===== src/hdl/fscr_pkg.sv =====
package fscr_pkg;

   // ************************************************************
   // Register byte offsets
   // ************************************************************
   localparam logic [7:0] FSCR_OFS_CTX   = 8'h00;
   localparam logic [7:0] FSCR_OFS_FRAME = 8'h04;
   localparam logic [7:0] FSCR_OFS_STAT  = 8'h08;
   localparam logic [7:0] FSCR_OFS_DFLT  = 8'h0c;
   localparam logic [7:0] FSCR_OFS_IRQS  = 8'h10;
   localparam logic [7:0] FSCR_OFS_IRQM  = 8'h14;

   // ************************************************************
   // Field positions
   // ************************************************************
   localparam int FSCR_CTX_EN_BIT   = 31;
   localparam int FSCR_CTX_PEND_BIT = 0;
   localparam int FSCR_FRAME_LSB    = 3;
   localparam int FSCR_N_BIT        = 31;
   localparam int FSCR_Z_BIT        = 30;
   localparam int FSCR_C_BIT        = 29;
   localparam int FSCR_V_BIT        = 28;
   localparam int FSCR_AHP_BIT      = 26;
   localparam int FSCR_DN_BIT       = 25;
   localparam int FSCR_FZ_BIT       = 24;
   localparam int FSCR_RM_MSB       = 23;
   localparam int FSCR_RM_LSB       = 22;
   localparam int FSCR_IDC_BIT      = 7;
   localparam int FSCR_IXC_BIT      = 4;
   localparam int FSCR_UFC_BIT      = 3;
   localparam int FSCR_OFC_BIT      = 2;
   localparam int FSCR_DZC_BIT      = 1;
   localparam int FSCR_IOC_BIT      = 0;
   localparam int FSCR_IRQ_W        = 7;
   localparam int FSCR_IRQ_LAZY_BIT = 6;

   // ************************************************************
   // Reset values and responses
   // ************************************************************
   localparam logic [31:0] FSCR_RST_WORD  = 32'h0000_0000;
   localparam logic        FSCR_RST_LAZY  = 1'b1;
   localparam logic [1:0]  FSCR_RESP_OK   = 2'h0;
   localparam logic [1:0]  FSCR_RESP_ERR  = 2'h2;

   // ************************************************************
   // Types
   // ************************************************************
   typedef enum logic [1:0] {
      FSCR_RND_NEAREST = 2'h0,
      FSCR_RND_PLUS    = 2'h1,
      FSCR_RND_MINUS   = 2'h2,
      FSCR_RND_ZERO    = 2'h3
   } fscr_rnd_t;

   typedef struct packed {
      logic      alt_half_precision_select;
      logic      default_nan_select;
      logic      flush_to_zero_select;
      fscr_rnd_t rounding_select;
   } fscr_mode_t;

   typedef struct packed {
      logic n;
      logic z;
      logic c;
      logic v;
   } fscr_nzcv_t;

   typedef struct packed {
      logic input_denormal;
      logic inexact;
      logic underflow;
      logic overflow;
      logic divide_by_zero;
      logic invalid_op;
   } fscr_exc_t;

endpackage


===== src/hdl/fscr_sticky.sv =====
`timescale 1ns/1ps
module fscr_sticky #(
   parameter int WIDTH = 1
) (
   // Clock and reset.
   input  wire logic             clk,
   input  wire logic             reset,
   // Set and clear masks.
   input  wire logic [WIDTH-1:0] set,
   input  wire logic [WIDTH-1:0] clr,
   // Stored bits.
   output logic      [WIDTH-1:0] q
);

   logic [WIDTH-1:0] q_q;
   logic [WIDTH-1:0] q_d;

   // A set arriving with a clear sets the bit.
   assign q_d = (q_q & ~clr) | set;
   assign q   = q_q;

   always_ff @(posedge clk)
   begin
      if (reset)
         q_q <= '0;
      else
         q_q <= q_d;
   end
endmodule


===== src/hdl/fscr_regs.sv =====
`timescale 1ns/1ps
// Behaviour
// RULE1: The pending flag goes to one when a frame is reserved and returns to zero once saved.
// RULE2: The frame address register holds the location of the reserved, still empty area.
// RULE3: Every comparison result loads the N, Z, C and V flags of the status word.
// RULE4: The half-precision select bit picks the standard format at zero, the alternative at one.
// RULE5: The default-NaN bit at one forces the default NaN, at zero NaNs pass through.
// RULE6: The flush-to-zero bit at zero gives full compliance, at one flush-to-zero mode.
// RULE7: The rounding field decodes 00 nearest, 01 plus, 10 minus and 11 toward zero.
// RULE8: Six sticky exception bits are set by their events and held until written with zero.
// RULE9: The default register holds half-precision, default-NaN and flush defaults at 26, 25, 24.
// RULE10: The default register holds the default rounding field at bits 23 and 22.
// RULE11: Software grants coprocessor access before any floating-point instruction.
// RULE12: A frame is reserved lazily, and the pending flag rises, only while lazy save is enabled.
// RULE13: A new context loads the mode fields of the status word from the default register.
// RULE14: Reserved bits read as zero and ignore writes.
module fscr_regs
(
   // Clock and reset.
   input  wire logic               clk,
   input  wire logic               reset,
   // AXI4-Lite write address, data and response.
   input  wire logic [31:0]        s_axi_awaddr,
   input  wire logic               s_axi_awvalid,
   output logic                    s_axi_awready,
   input  wire logic [31:0]        s_axi_wdata,
   input  wire logic [3:0]         s_axi_wstrb,
   input  wire logic               s_axi_wvalid,
   output logic                    s_axi_wready,
   output logic [1:0]              s_axi_bresp,
   output logic                    s_axi_bvalid,
   input  wire logic               s_axi_bready,
   // AXI4-Lite read.
   input  wire logic [31:0]        s_axi_araddr,
   input  wire logic               s_axi_arvalid,
   output logic                    s_axi_arready,
   output logic [31:0]             s_axi_rdata,
   output logic [1:0]              s_axi_rresp,
   output logic                    s_axi_rvalid,
   input  wire logic               s_axi_rready,
   // Datapath events.
   input  wire logic               frame_reserve,
   input  wire logic [31:0]        frame_addr_in,
   input  wire logic               frame_saved,
   input  wire logic               cmp_valid,
   input  wire fscr_pkg::fscr_nzcv_t cmp_flags,
   input  wire logic               exc_valid,
   input  wire fscr_pkg::fscr_exc_t  exc_flags,
   input  wire logic               new_context,
   // Datapath controls.
   output fscr_pkg::fscr_mode_t    fp_mode,
   output logic                    lazy_save_enable,
   output logic                    lazy_save_pending,
   output logic [31:0]             fp_frame_address,
   // Interrupt.
   output logic                    irq
);
   import fscr_pkg::*;

   // ************************************************************
   // Bus slave
   // ************************************************************
   logic        aw_q;
   logic        w_q;
   logic [7:0]  awaddr_q;
   logic [31:0] wdata_q;
   logic [3:0]  wstrb_q;
   logic        bvalid_q;
   logic [1:0]  bresp_q;
   logic        rvalid_q;
   logic [1:0]  rresp_q;
   logic [31:0] rdata_q;
   logic        do_write;
   logic        do_read;
   logic [31:0] bmask;
   logic [31:0] rd_word;
   logic        rd_hit;
   logic        wr_hit;

   assign s_axi_awready = !aw_q && !bvalid_q;
   assign s_axi_wready  = !w_q && !bvalid_q;
   assign s_axi_arready = !rvalid_q;
   assign s_axi_bvalid  = bvalid_q;
   assign s_axi_bresp   = bresp_q;
   assign s_axi_rvalid  = rvalid_q;
   assign s_axi_rresp   = rresp_q;
   assign s_axi_rdata   = rdata_q;
   assign do_write      = aw_q && w_q && !bvalid_q;
   assign do_read       = s_axi_arvalid && !rvalid_q;
   assign bmask = {{8{wstrb_q[3]}}, {8{wstrb_q[2]}}, {8{wstrb_q[1]}}, {8{wstrb_q[0]}}};

   always_ff @(posedge clk)
   begin
      if (reset)
      begin
         aw_q     <= 1'b0;
         awaddr_q <= 8'h00;
      end
      else if (s_axi_awvalid && s_axi_awready)
      begin
         aw_q     <= 1'b1;
         awaddr_q <= s_axi_awaddr[7:0];
      end
      else if (do_write)
         aw_q <= 1'b0;
   end

   always_ff @(posedge clk)
   begin
      if (reset)
      begin
         w_q     <= 1'b0;
         wdata_q <= FSCR_RST_WORD;
         wstrb_q <= 4'h0;
      end
      else if (s_axi_wvalid && s_axi_wready)
      begin
         w_q     <= 1'b1;
         wdata_q <= s_axi_wdata;
         wstrb_q <= s_axi_wstrb;
      end
      else if (do_write)
         w_q <= 1'b0;
   end

   always_ff @(posedge clk)
   begin
      if (reset)
      begin
         bvalid_q <= 1'b0;
         bresp_q  <= FSCR_RESP_OK;
      end
      else if (do_write)
      begin
         bvalid_q <= 1'b1;
         bresp_q  <= wr_hit ? FSCR_RESP_OK : FSCR_RESP_ERR;
      end
      else if (s_axi_bready)
         bvalid_q <= 1'b0;
   end

   always_ff @(posedge clk)
   begin
      if (reset)
      begin
         rvalid_q <= 1'b0;
         rresp_q  <= FSCR_RESP_OK;
         rdata_q  <= FSCR_RST_WORD;
      end
      else if (do_read)
      begin
         rvalid_q <= 1'b1;
         rresp_q  <= rd_hit ? FSCR_RESP_OK : FSCR_RESP_ERR;
         rdata_q  <= rd_word;
      end
      else if (s_axi_rready)
         rvalid_q <= 1'b0;
   end

   // ************************************************************
   // Register storage
   // ************************************************************
   logic        lazy_en_q;
   logic        pend_q;
   logic [28:0] frame_q;
   fscr_nzcv_t  nzcv_q;
   fscr_mode_t  mode_q;
   fscr_mode_t  dflt_q;
   logic [5:0]  exc_q;
   logic [FSCR_IRQ_W-1:0] irqs_q;
   logic [FSCR_IRQ_W-1:0] irqm_q;
   logic [31:0] stat_word;
   logic [31:0] dflt_word;
   logic [31:0] wmerge;
   logic        we_ctx;
   logic        we_frame;
   logic        we_stat;
   logic        we_dflt;
   logic        we_irqs;
   logic        we_irqm;
   logic        reserve_ok;
   logic [5:0]  exc_set;
   logic [5:0]  exc_clr;
   logic [5:0]  exc_wd;
   logic [5:0]  exc_wm;
   logic [FSCR_IRQ_W-1:0] irq_set;
   logic [FSCR_IRQ_W-1:0] irq_clr;

   assign we_ctx   = do_write && (awaddr_q == FSCR_OFS_CTX);
   assign we_frame = do_write && (awaddr_q == FSCR_OFS_FRAME);
   assign we_stat  = do_write && (awaddr_q == FSCR_OFS_STAT);
   assign we_dflt  = do_write && (awaddr_q == FSCR_OFS_DFLT);
   assign we_irqs  = do_write && (awaddr_q == FSCR_OFS_IRQS);
   assign we_irqm  = do_write && (awaddr_q == FSCR_OFS_IRQM);
   assign wr_hit   = we_ctx || we_frame || we_stat || we_dflt || we_irqs || we_irqm;
   always_comb wmerge = (rd_mux(awaddr_q) & ~bmask) | (wdata_q & bmask);
   assign reserve_ok = frame_reserve && lazy_en_q; // RULE12

   always_ff @(posedge clk)
   begin
      if (reset)
         lazy_en_q <= FSCR_RST_LAZY;
      else if (we_ctx)
         lazy_en_q <= wmerge[FSCR_CTX_EN_BIT];
   end

   always_ff @(posedge clk)
   begin
      if (reset)
         pend_q <= 1'b0;
      else if (reserve_ok)
         pend_q <= 1'b1; // RULE1 RULE12
      else if (frame_saved)
         pend_q <= 1'b0; // RULE1
   end

   // The datapath reservation takes priority over a software write.
   always_ff @(posedge clk)
   begin
      if (reset)
         frame_q <= FSCR_RST_WORD[31:3];
      else if (reserve_ok)
         frame_q <= frame_addr_in[31:FSCR_FRAME_LSB]; // RULE2
      else if (we_frame)
         frame_q <= wmerge[31:FSCR_FRAME_LSB]; // RULE2 RULE14
   end

   always_ff @(posedge clk)
   begin
      if (reset)
         nzcv_q <= fscr_nzcv_t'(FSCR_RST_WORD[3:0]);
      else if (cmp_valid)
         nzcv_q <= cmp_flags; // RULE3
      else if (we_stat)
         nzcv_q <= wmerge[FSCR_N_BIT:FSCR_V_BIT];
   end

   // A new context overrides a software write in the same cycle.
   always_ff @(posedge clk)
   begin
      if (reset)
         mode_q <= fscr_mode_t'(FSCR_RST_WORD[4:0]);
      else if (new_context)
         mode_q <= dflt_q; // RULE13
      else if (we_stat)
         mode_q <= wmerge[FSCR_AHP_BIT:FSCR_RM_LSB]; // RULE4 RULE5 RULE6 RULE7
   end

   always_ff @(posedge clk)
   begin
      if (reset)
         dflt_q <= fscr_mode_t'(FSCR_RST_WORD[4:0]);
      else if (we_dflt)
         dflt_q <= wmerge[FSCR_AHP_BIT:FSCR_RM_LSB]; // RULE9 RULE10
   end

   // ************************************************************
   // Sticky exception bits
   // ************************************************************
   assign exc_wd = {wmerge[FSCR_IDC_BIT], wmerge[FSCR_IXC_BIT:FSCR_IOC_BIT]};
   assign exc_wm = we_stat ? 6'h3f : 6'h00;
   assign exc_set = (exc_valid ? exc_flags : 6'h00) | (exc_wm & exc_wd); // RULE8
   assign exc_clr = exc_wm & ~exc_wd; // RULE8

   fscr_sticky #(
      .WIDTH (6)
   ) u_exc (
      .clk   (clk),
      .reset (reset),
      .set   (exc_set),
      .clr   (exc_clr),
      .q     (exc_q)
   );

   // ************************************************************
   // Interrupt status and mask
   // ************************************************************
   assign irq_set = {reserve_ok, (exc_valid ? exc_flags : 6'h00)};
   assign irq_clr = we_irqs ? (wdata_q[FSCR_IRQ_W-1:0] & bmask[FSCR_IRQ_W-1:0]) : '0;

   fscr_sticky #(
      .WIDTH (FSCR_IRQ_W)
   ) u_irq (
      .clk   (clk),
      .reset (reset),
      .set   (irq_set),
      .clr   (irq_clr),
      .q     (irqs_q)
   );

   always_ff @(posedge clk)
   begin
      if (reset)
         irqm_q <= FSCR_RST_WORD[FSCR_IRQ_W-1:0];
      else if (we_irqm)
         irqm_q <= wmerge[FSCR_IRQ_W-1:0];
   end

   assign irq = |(irqs_q & irqm_q);

   // ************************************************************
   // Read mux
   // ************************************************************
   assign stat_word = {nzcv_q, 1'b0, mode_q, 14'h0000, exc_q[5], 2'h0, exc_q[4:0]}; // RULE14
   assign dflt_word = {5'h00, dflt_q, 22'h000000}; // RULE9 RULE10 RULE14

   function automatic logic [31:0] rd_mux(input logic [7:0] a);
      logic [31:0] v;
      v = 32'h0000_0000;
      case (a)
         FSCR_OFS_CTX:   v = {lazy_en_q, 30'h00000000, pend_q};
         FSCR_OFS_FRAME: v = {frame_q, 3'h0};
         FSCR_OFS_STAT:  v = stat_word;
         FSCR_OFS_DFLT:  v = dflt_word;
         FSCR_OFS_IRQS:  v = {25'h0000000, irqs_q};
         FSCR_OFS_IRQM:  v = {25'h0000000, irqm_q};
         default:        v = 32'h0000_0000;
      endcase
      return v;
   endfunction

   // Processes rather than assigns, so that the register reads inside rd_mux wake them.
   always_comb rd_word = rd_mux(s_axi_araddr[7:0]);
   assign rd_hit  = (s_axi_araddr[7:0] <= FSCR_OFS_IRQM) && (s_axi_araddr[1:0] == 2'h0);

   // ************************************************************
   // Outputs
   // ************************************************************
   assign fp_mode           = mode_q; // RULE4 RULE5 RULE6 RULE7
   assign lazy_save_enable  = lazy_en_q;
   assign lazy_save_pending = pend_q;
   assign fp_frame_address  = {frame_q, 3'h0};
endmodule


===== config.mk =====
export PLATFORM = sky130hd
export DESIGN_NAME = fscr_regs
export DESIGN_NICKNAME = d
export VERILOG_FILES = /design/src/hdl/fscr_pkg.sv /design/src/hdl/fscr_sticky.sv /design/src/hdl/fscr_regs.sv
export SDC_FILE = /design/constraint.sdc
export NUM_CORES = 1
export LEC_CHECK = 0
export BUFFER_PORTS_ARGS = -buffer_cell sky130_fd_sc_hd__buf_2
export CELL_PAD_IN_SITES_DETAIL_PLACEMENT = 1
export CELL_PAD_IN_SITES_GLOBAL_PLACEMENT = 2
export CORE_ASPECT_RATIO = 1.4
export CORE_MARGIN = 1.5
export CORE_UTILIZATION = 31
export DETAILED_ROUTE_END_ITERATION = 10
export PLACE_DENSITY = 0.92
export SLEW_MARGIN = 20
export SYNTH_ARGS = -nofsm -noshare
export SYNTH_HDL_FRONTEND = slang
export SYNTH_SLANG_ARGS = --single-unit

===== constraint.sdc =====
create_clock -name clk -period 5.1 [get_ports clk]
set_clock_uncertainty 0.05 [all_clocks]
set_input_delay 0.255 -clock clk [delete_from_list [all_inputs] [get_ports clk]]
set_output_delay 0.255 -clock clk [all_outputs]
set_load 0.01 [all_outputs]

* After elaboration in Yosys (flattened, before gate mapping)
Cells that the tools add are included.
Storage, ports and cells: register bits 149, input bits 154, output and inout bits 81
Operators by class: $lt $le $gt $ge 1, equality and inequality tests 10, multiplexer cells 22, bitwise gates (word level) 16, reductions and logical operators 36
Operators with widths (number):
- one-hot mux 32 bit (6 select lines) | 2
- bitwise AND 32 bit | 2
- 2-to-1 mux 29 bit | 2
- equality test 8 x 4 -> 1 bit (second input constant) | 4
- equality test 8 x 5 -> 1 bit (second input constant) | 4
- NOT 32 bit | 1
- OR 32 bit | 1
- bitwise AND 7 bit | 3
- bitwise AND 6 bit | 3
- equality test 8 x 3 -> 1 bit (second input constant) | 2
- logical NOT 8 bit | 2
- nonzero test 2 bit | 8
- logical AND 1 bit | 15
- 2-to-1 mux 6 bit | 2
- NOT 6 bit | 2
- OR 6 bit | 2
- 2-to-1 mux 5 bit | 2
- 2-to-1 mux 1 bit | 9
- less-or-equal comparator 8 x 5 -> 1 bit (second input constant) | 1
- 2-to-1 mux 4 bit | 2
- 2-to-1 mux 7 bit | 1
- NOT 7 bit | 1
- OR 7 bit | 1
- OR reduction 7 bit | 1
- 4 further kinds | 12

* Logic depth before layout (Yosys ltp)
depth after elaboration 9, depth in mapped cells 7, depth with buffers taken out 4

* Modules after synthesis
Synthesis repeated with hierarchy kept, for this count alone.
Second synthesis, totals: cell total of the unflattened synthesis 836, area total of the unflattened synthesis 7049.3 um^2
By module, submodules not included:
- fscr_regs | times used 1, cells each 784, area an instance 6496.2 um^2, sequential area each 2682.6 um^2
- fscr_sticky (u_irq) | times used 1, cells each 28, area an instance 297.8 um^2, sequential area each 140.1 um^2
- fscr_sticky (u_exc) | times used 1, cells each 24, area an instance 255.2 um^2, sequential area each 120.1 um^2

* Least setup slack after synthesis
No wires, ideal clock.
path kind flip-flop to flip-flop, start point register awaddr_q[7], end point register mode_q (netlist bit fp_mode[0]), library setup time 88 ps, data arrival time 1698 ps, data required time 4962 ps, path slack 3264 ps, stages on the path, launching flop included 7, buffers on the path 2, period minus slack after synthesis 1836 ps, cells stage by stage dfxtp_1 > or3_1 > buf_6 > nor4_4 > buf_6 > o31ai_1 > a311oi_2
On the way: cells in the longest elaborated chain, start to end 6, elaborated cells between the ends (all ways) 13, classes of those cells 5 x eq/ne; 3 x mux; 2 x bitwise; 3 x reduce/logical
RTL lines:
- start, declared | RTL line fscr_regs.sv:65 | logic [7:0] awaddr_q;
- start signal, assigned | RTL line fscr_regs.sv:102 | awaddr_q <= s_axi_awaddr[7:0];
- equality test 8 x 5 -> 1 bit, or another cell as far along | RTL line fscr_regs.sv:310 | case (a)
- one-hot mux 32 bit (6 select lines) | RTL line fscr_regs.sv:310
- bitwise AND 32 bit | RTL line fscr_regs.sv:196 | always_comb wmerge = (rd_mux(awaddr_q) & ~bmask) | (wdata_q & bmask);
- OR 32 bit | RTL line fscr_regs.sv:196
- 2-to-1 mux 5 bit | RTL line fscr_regs.sv:245 | else if (we_stat)
- 2-to-1 mux 5 bit | RTL line fscr_regs.sv:243 | else if (new_context)
- end signal, assigned | RTL line fscr_regs.sv:242 | mode_q <= fscr_mode_t'(FSCR_RST_WORD[4:0]);
- end signal, assigned | RTL line fscr_regs.sv:244 | mode_q <= dflt_q;
- end signal, assigned | RTL line fscr_regs.sv:246 | mode_q <= wmerge[FSCR_AHP_BIT:FSCR_RM_LSB];
- end, declared | RTL line fscr_regs.sv:167 | fscr_mode_t mode_q;
Several ways; a longest one is shown, not always the timed one. The select of a mux whose other input is x is not followed. A chain may end at the register's enable or synchronous reset.

* Worst setup path in the final report
start point register awaddr_q[3], end point register frame_q[26]
On the way: cells in the longest elaborated chain, start to end 6, elaborated cells between the ends (all ways) 13, classes of those cells 5 x eq/ne; 3 x mux; 2 x bitwise; 3 x reduce/logical
RTL lines:
- equality test 8 x 5 -> 1 bit, or another cell as far along | RTL line fscr_regs.sv:310
- one-hot mux 32 bit (6 select lines) | RTL line fscr_regs.sv:310
- bitwise AND 32 bit | RTL line fscr_regs.sv:196
- OR 32 bit | RTL line fscr_regs.sv:196
- 2-to-1 mux 29 bit | RTL line fscr_regs.sv:224 | else if (we_frame)
- 2-to-1 mux 29 bit | RTL line fscr_regs.sv:222 | else if (reserve_ok)
- end signal, assigned | RTL line fscr_regs.sv:221 | frame_q <= FSCR_RST_WORD[31:3];
- end signal, assigned | RTL line fscr_regs.sv:223 | frame_q <= frame_addr_in[31:FSCR_FRAME_LSB];
- end signal, assigned | RTL line fscr_regs.sv:225 | frame_q <= wmerge[31:FSCR_FRAME_LSB];
- end, declared | RTL line fscr_regs.sv:165 | logic [28:0] frame_q;
Several ways; a longest one is shown, not always the timed one. The select of a mux whose other input is x is not followed.

==> flow_summary.toml <==
[placement]
io_buffers = 178
gp_congestion = 0.8521
placed_cell_area_um2 = 7960
place_hpwl_um = 16420

[worst_hold_path]
hold_class = "in2reg"
hold_depth = 3

[cts]
clock_latency_ns = 0.43
cts_num_sinks = 147
numCtsBuffers = 17
cts_max_path_buffers = 2
clk_pin_slew_ns = 0.07
htreeDepth = 4
root_buffer = "clkbuf_16"
cts_tree = "yes"

[synth]
synth_edf_count = 0
yosys_warnings = 0
synth_cell_types = 57
yosys_register_bits = 147
avgSynthCellArea_um2 = 8.555
synth_area_um2 = 6938
async_reset_ff_frac = 0
ys.flop_type = "dfxtp_1"
synth_cells = 811
yosysSeqAreaShare = 0.4242

[drt]
avgViaCountPerCell = 5.356
drtIter0Drc = 266
drt_pass1_iterations = 4
drc = 0
wl_um = 23550
wire_per_inst_um = 18.48
vias = 6823
final_antenna_net_count = 0

[die]
die-height_um = 180.0
start_util = 0.3162
core-area_um2 = 21940
io_pins = 235
die_w_um = 129.4
die_area_um2 = 23300
rows = 64

[cells_and_area]
finalInstanceArea_um2 = 8691
layout-drive-gt1-share = 0.2554
area_delta_synth_final_pct = 25.27
nNetsFinal = 1116

[worst_setup_path]
crit_fanout = 27
setup.worst_path.start_class = "register"
crit_family = "simple AND/OR/NAND/NOR gates"
reg2regPathDepth = 5
required_ns = 5.42
endpoint_kind = "register"
crit_cells = 5
crit_arrival_ns = 3.36
critPathMaxStageDelay_ns = 0.83
worstSetupPathType = "reg2reg"
cp_slowest_cell = "nand4_2"
crit_path_cell_trace = "buf_4 -> nor2b_1 -> nand4_2 -> nor3_1 -> a211o_1"
crit_buf_inv = 1

[timing]
rsz0062_at_grt = "no"
slew_headroom = 0.2591
tightest_slew_ns = 1.107
finalSetupViolCount = 0
finalCriticalPeriod_ns = 3.036
slew_violations = 0
finalSetupTns_ns = 0
timing.fmax_mhz = 329.4
finalHoldViolCount = 0
period_share = 0.5953

[global_route]
antenna_found_initial = 4
grt_pass1_wl_um = 37290
track_usage = 0.2052
grt_overflow = 0
grt_max_degree = 81
grt_pass1_vias = 6894

[power]
ir_drop_uv = 221.2
p_int_mw = 2.000
sequentialPowerShare = 0.448
p_leak_nw = 3.347
power.share.clock = 0.422
p_comb_frac = 0.130
switchingPower_mw = 0.8426
power_density_nw_per_um2 = 327.1
swShare = 0.2964

[status]
outcome = "finished, final reports clean"

[job]
drv_cap = 0
==> placed cells by master, fill, tap and decap left out, drive strengths merged, types with 3 or more instances in the layout <==
cell / synthesis / routed
clkbuf: 51 / 18
o2bb2ai: 20 / 20
buf: 24 / 187
nand2b: 12 / 12
dlygate4sd3: 0 / 16
a2111oi: 4 / 4
a22o: 5 / 5
mux2i: 12 / 12
a22oi: 42 / 42
nor4: 23 / 23
a211o: 6 / 6
o21ai: 14 / 14
dfxtp: 147 / 147
nor2b: 8 / 8
nand2: 131 / 131
nand3b: 5 / 5
nor4b: 23 / 23
a211oi: 23 / 23
conb: 1 / 5
nor3: 10 / 10
nor3b: 10 / 10
nor2: 70 / 70
a221o: 5 / 5
or3: 4 / 4
a311oi: 26 / 26
o31ai: 10 / 10
nand4: 4 / 4
and2: 3 / 3
inv: 11 / 16
clkinv: 0 / 7
a21oi: 77 / 77
mux2: 7 / 7
==> path summary, 6_finish.rpt <==
kind                                from                          end  slack (ns)
max reg2reg     awaddr_q[3]$_SDFFE_PP0P_     frame_q[26]$_SDFFE_PP0P_        2.06
min                      s_axi_wdata[31]     wdata_q[31]$_SDFFE_PP0P_        0.02
max             awaddr_q[3]$_SDFFE_PP0P_     frame_q[26]$_SDFFE_PP0P_        2.06
min reg2reg  s_axi_rdata[6]$_SDFFE_PP0P_  s_axi_rdata[6]$_SDFFE_PP0P_        0.40
==> state kept, by name, indices dropped and copies added, names as in the netlist, 4 cells and up <==
signal       count
s_axi_rdata     32
wdata_q         32
frame_q         29
awaddr_q         8
irqm_q           7
u_irq.q          7
u_exc.q          6
dflt_q           5
fp_mode          5
nzcv_q           4
wstrb_q          4
==> cells in the mapped netlist (2+ instances only) <==
cell / instances / area, µm²
a2111oi_2: 2 / 30.03
a211o_1: 6 / 52.55
a211oi_1: 23 / 172.7
a21oi_1: 77 / 385.4
a221o_1: 5 / 50.05
a22o_1: 5 / 43.79
a22oi_1: 42 / 315.3
a311oi_1: 17 / 148.9
a311oi_2: 9 / 135.1
and2_1: 3 / 18.77
and3b_1: 2 / 17.52
and4_1: 2 / 17.52
buf_1: 7 / 26.28
buf_2: 7 / 35.03
buf_4: 6 / 45.04
buf_6: 4 / 45.04
clkbuf_1: 51 / 191.4
dfxtp_1: 147 / 2943
inv_1: 11 / 41.29
mux2_2: 7 / 78.83
mux2i_1: 12 / 120.1
nand2_1: 131 / 491.7
nand2b_1: 12 / 75.07
nand3b_1: 5 / 37.54
nand4_1: 3 / 18.77
nand4b_1: 2 / 17.52
nor2_1: 70 / 262.8
nor2b_1: 8 / 50.05
nor3_1: 9 / 45.04
nor3b_1: 10 / 75.07
nor4_1: 19 / 118.9
nor4_4: 3 / 63.81
nor4b_1: 22 / 192.7
o211ai_1: 2 / 15.01
o21ai_0: 14 / 70.07
o2bb2ai_1: 20 / 175.2
o31ai_1: 10 / 75.07
o41ai_1: 2 / 17.52
or3_1: 4 / 25.02
or4_1: 2 / 15.01
or4bb_1: 2 / 22.52
==> stage by stage <==
step           total power [mW]  hold WS, ns  std cells  setup WS (ns)  utilization
5_1_grt                   2.962     0.008239       1272          1.884       0.3959
4_1_cts                   2.875    0.0002891       1272          2.083       0.3956
2_1_floorplan             1.514       0.3040        815          3.264            -
6_report                  2.843      0.01858       1274          2.064       0.3961
3_5_place_dp              1.659       0.3910       1224          2.082       0.3628
3_3_place_gp              1.649       0.3801       1223          2.082       0.3621
==> worst reg2reg max path, delay by kind of cell, from the launching register on <==
| kind | cells | cell delay [ns] |
|---|---|---|
| AND/OR/NAND/NOR | 3 | 2.00 |
| AO/OA/AOI/OAI | 1 | 0.19 |
| flip-flops | 1 | 0.45 |
| buffers and inverters | 1 | 0.28 |
==> cells by family after synthesis <==
logic type             count (synthesis)  synth area share
and+or+nand+nor                      317            0.2370
AOI/OAI and AO/OA                    241            0.2543
muxes                                 19           0.02868
buffers and inverters                 86           0.05536
DFF                                  147            0.4242
other                                  1         0.0005405
==> area by class of cell <==
| cell class | instances | area, µm² |
|---|---|---|
| clock buffers | 18 | 439.2 |
| repair buffers | 203 | 1129 |
| clock inverters | 14 | 121.4 |
| flip-flops and latches | 147 | 2943 |
| fillers | 2677 | 13250 |
| multi-input cells | 582 | 3641 |
| inverters | 11 | 41.29 |
| diodes | 2 | 5.005 |
| well taps | 297 | 371.6 |
==> routing by layer <==
layer	part of all wire	track usage
met1	0.42	0.2438
met2	0.50	0.3574
met3	0.053	0.04513
met4	0.022	0.07556
met5	0.0011	0
==> timing repair <==
action                                  CTS  global route
buffers inserted                          0             0
resized for setup                         0             0
endpoints found under the setup margin    0             0
endpoints found under the hold margin    16             0
hold buffers                             16             0
==> power by group through the flow <==
stage	Clock (mW)	Combinational [mW]	Sequential, mW
global placement	0	0.354	1.30
CTS	1.23	0.374	1.27
detailed placement	0	0.362	1.30
global route	1.27	0.410	1.28
floorplan	0	0.237	1.28
finish	1.20	0.370	1.27
(Power assumes the default switching activity.)
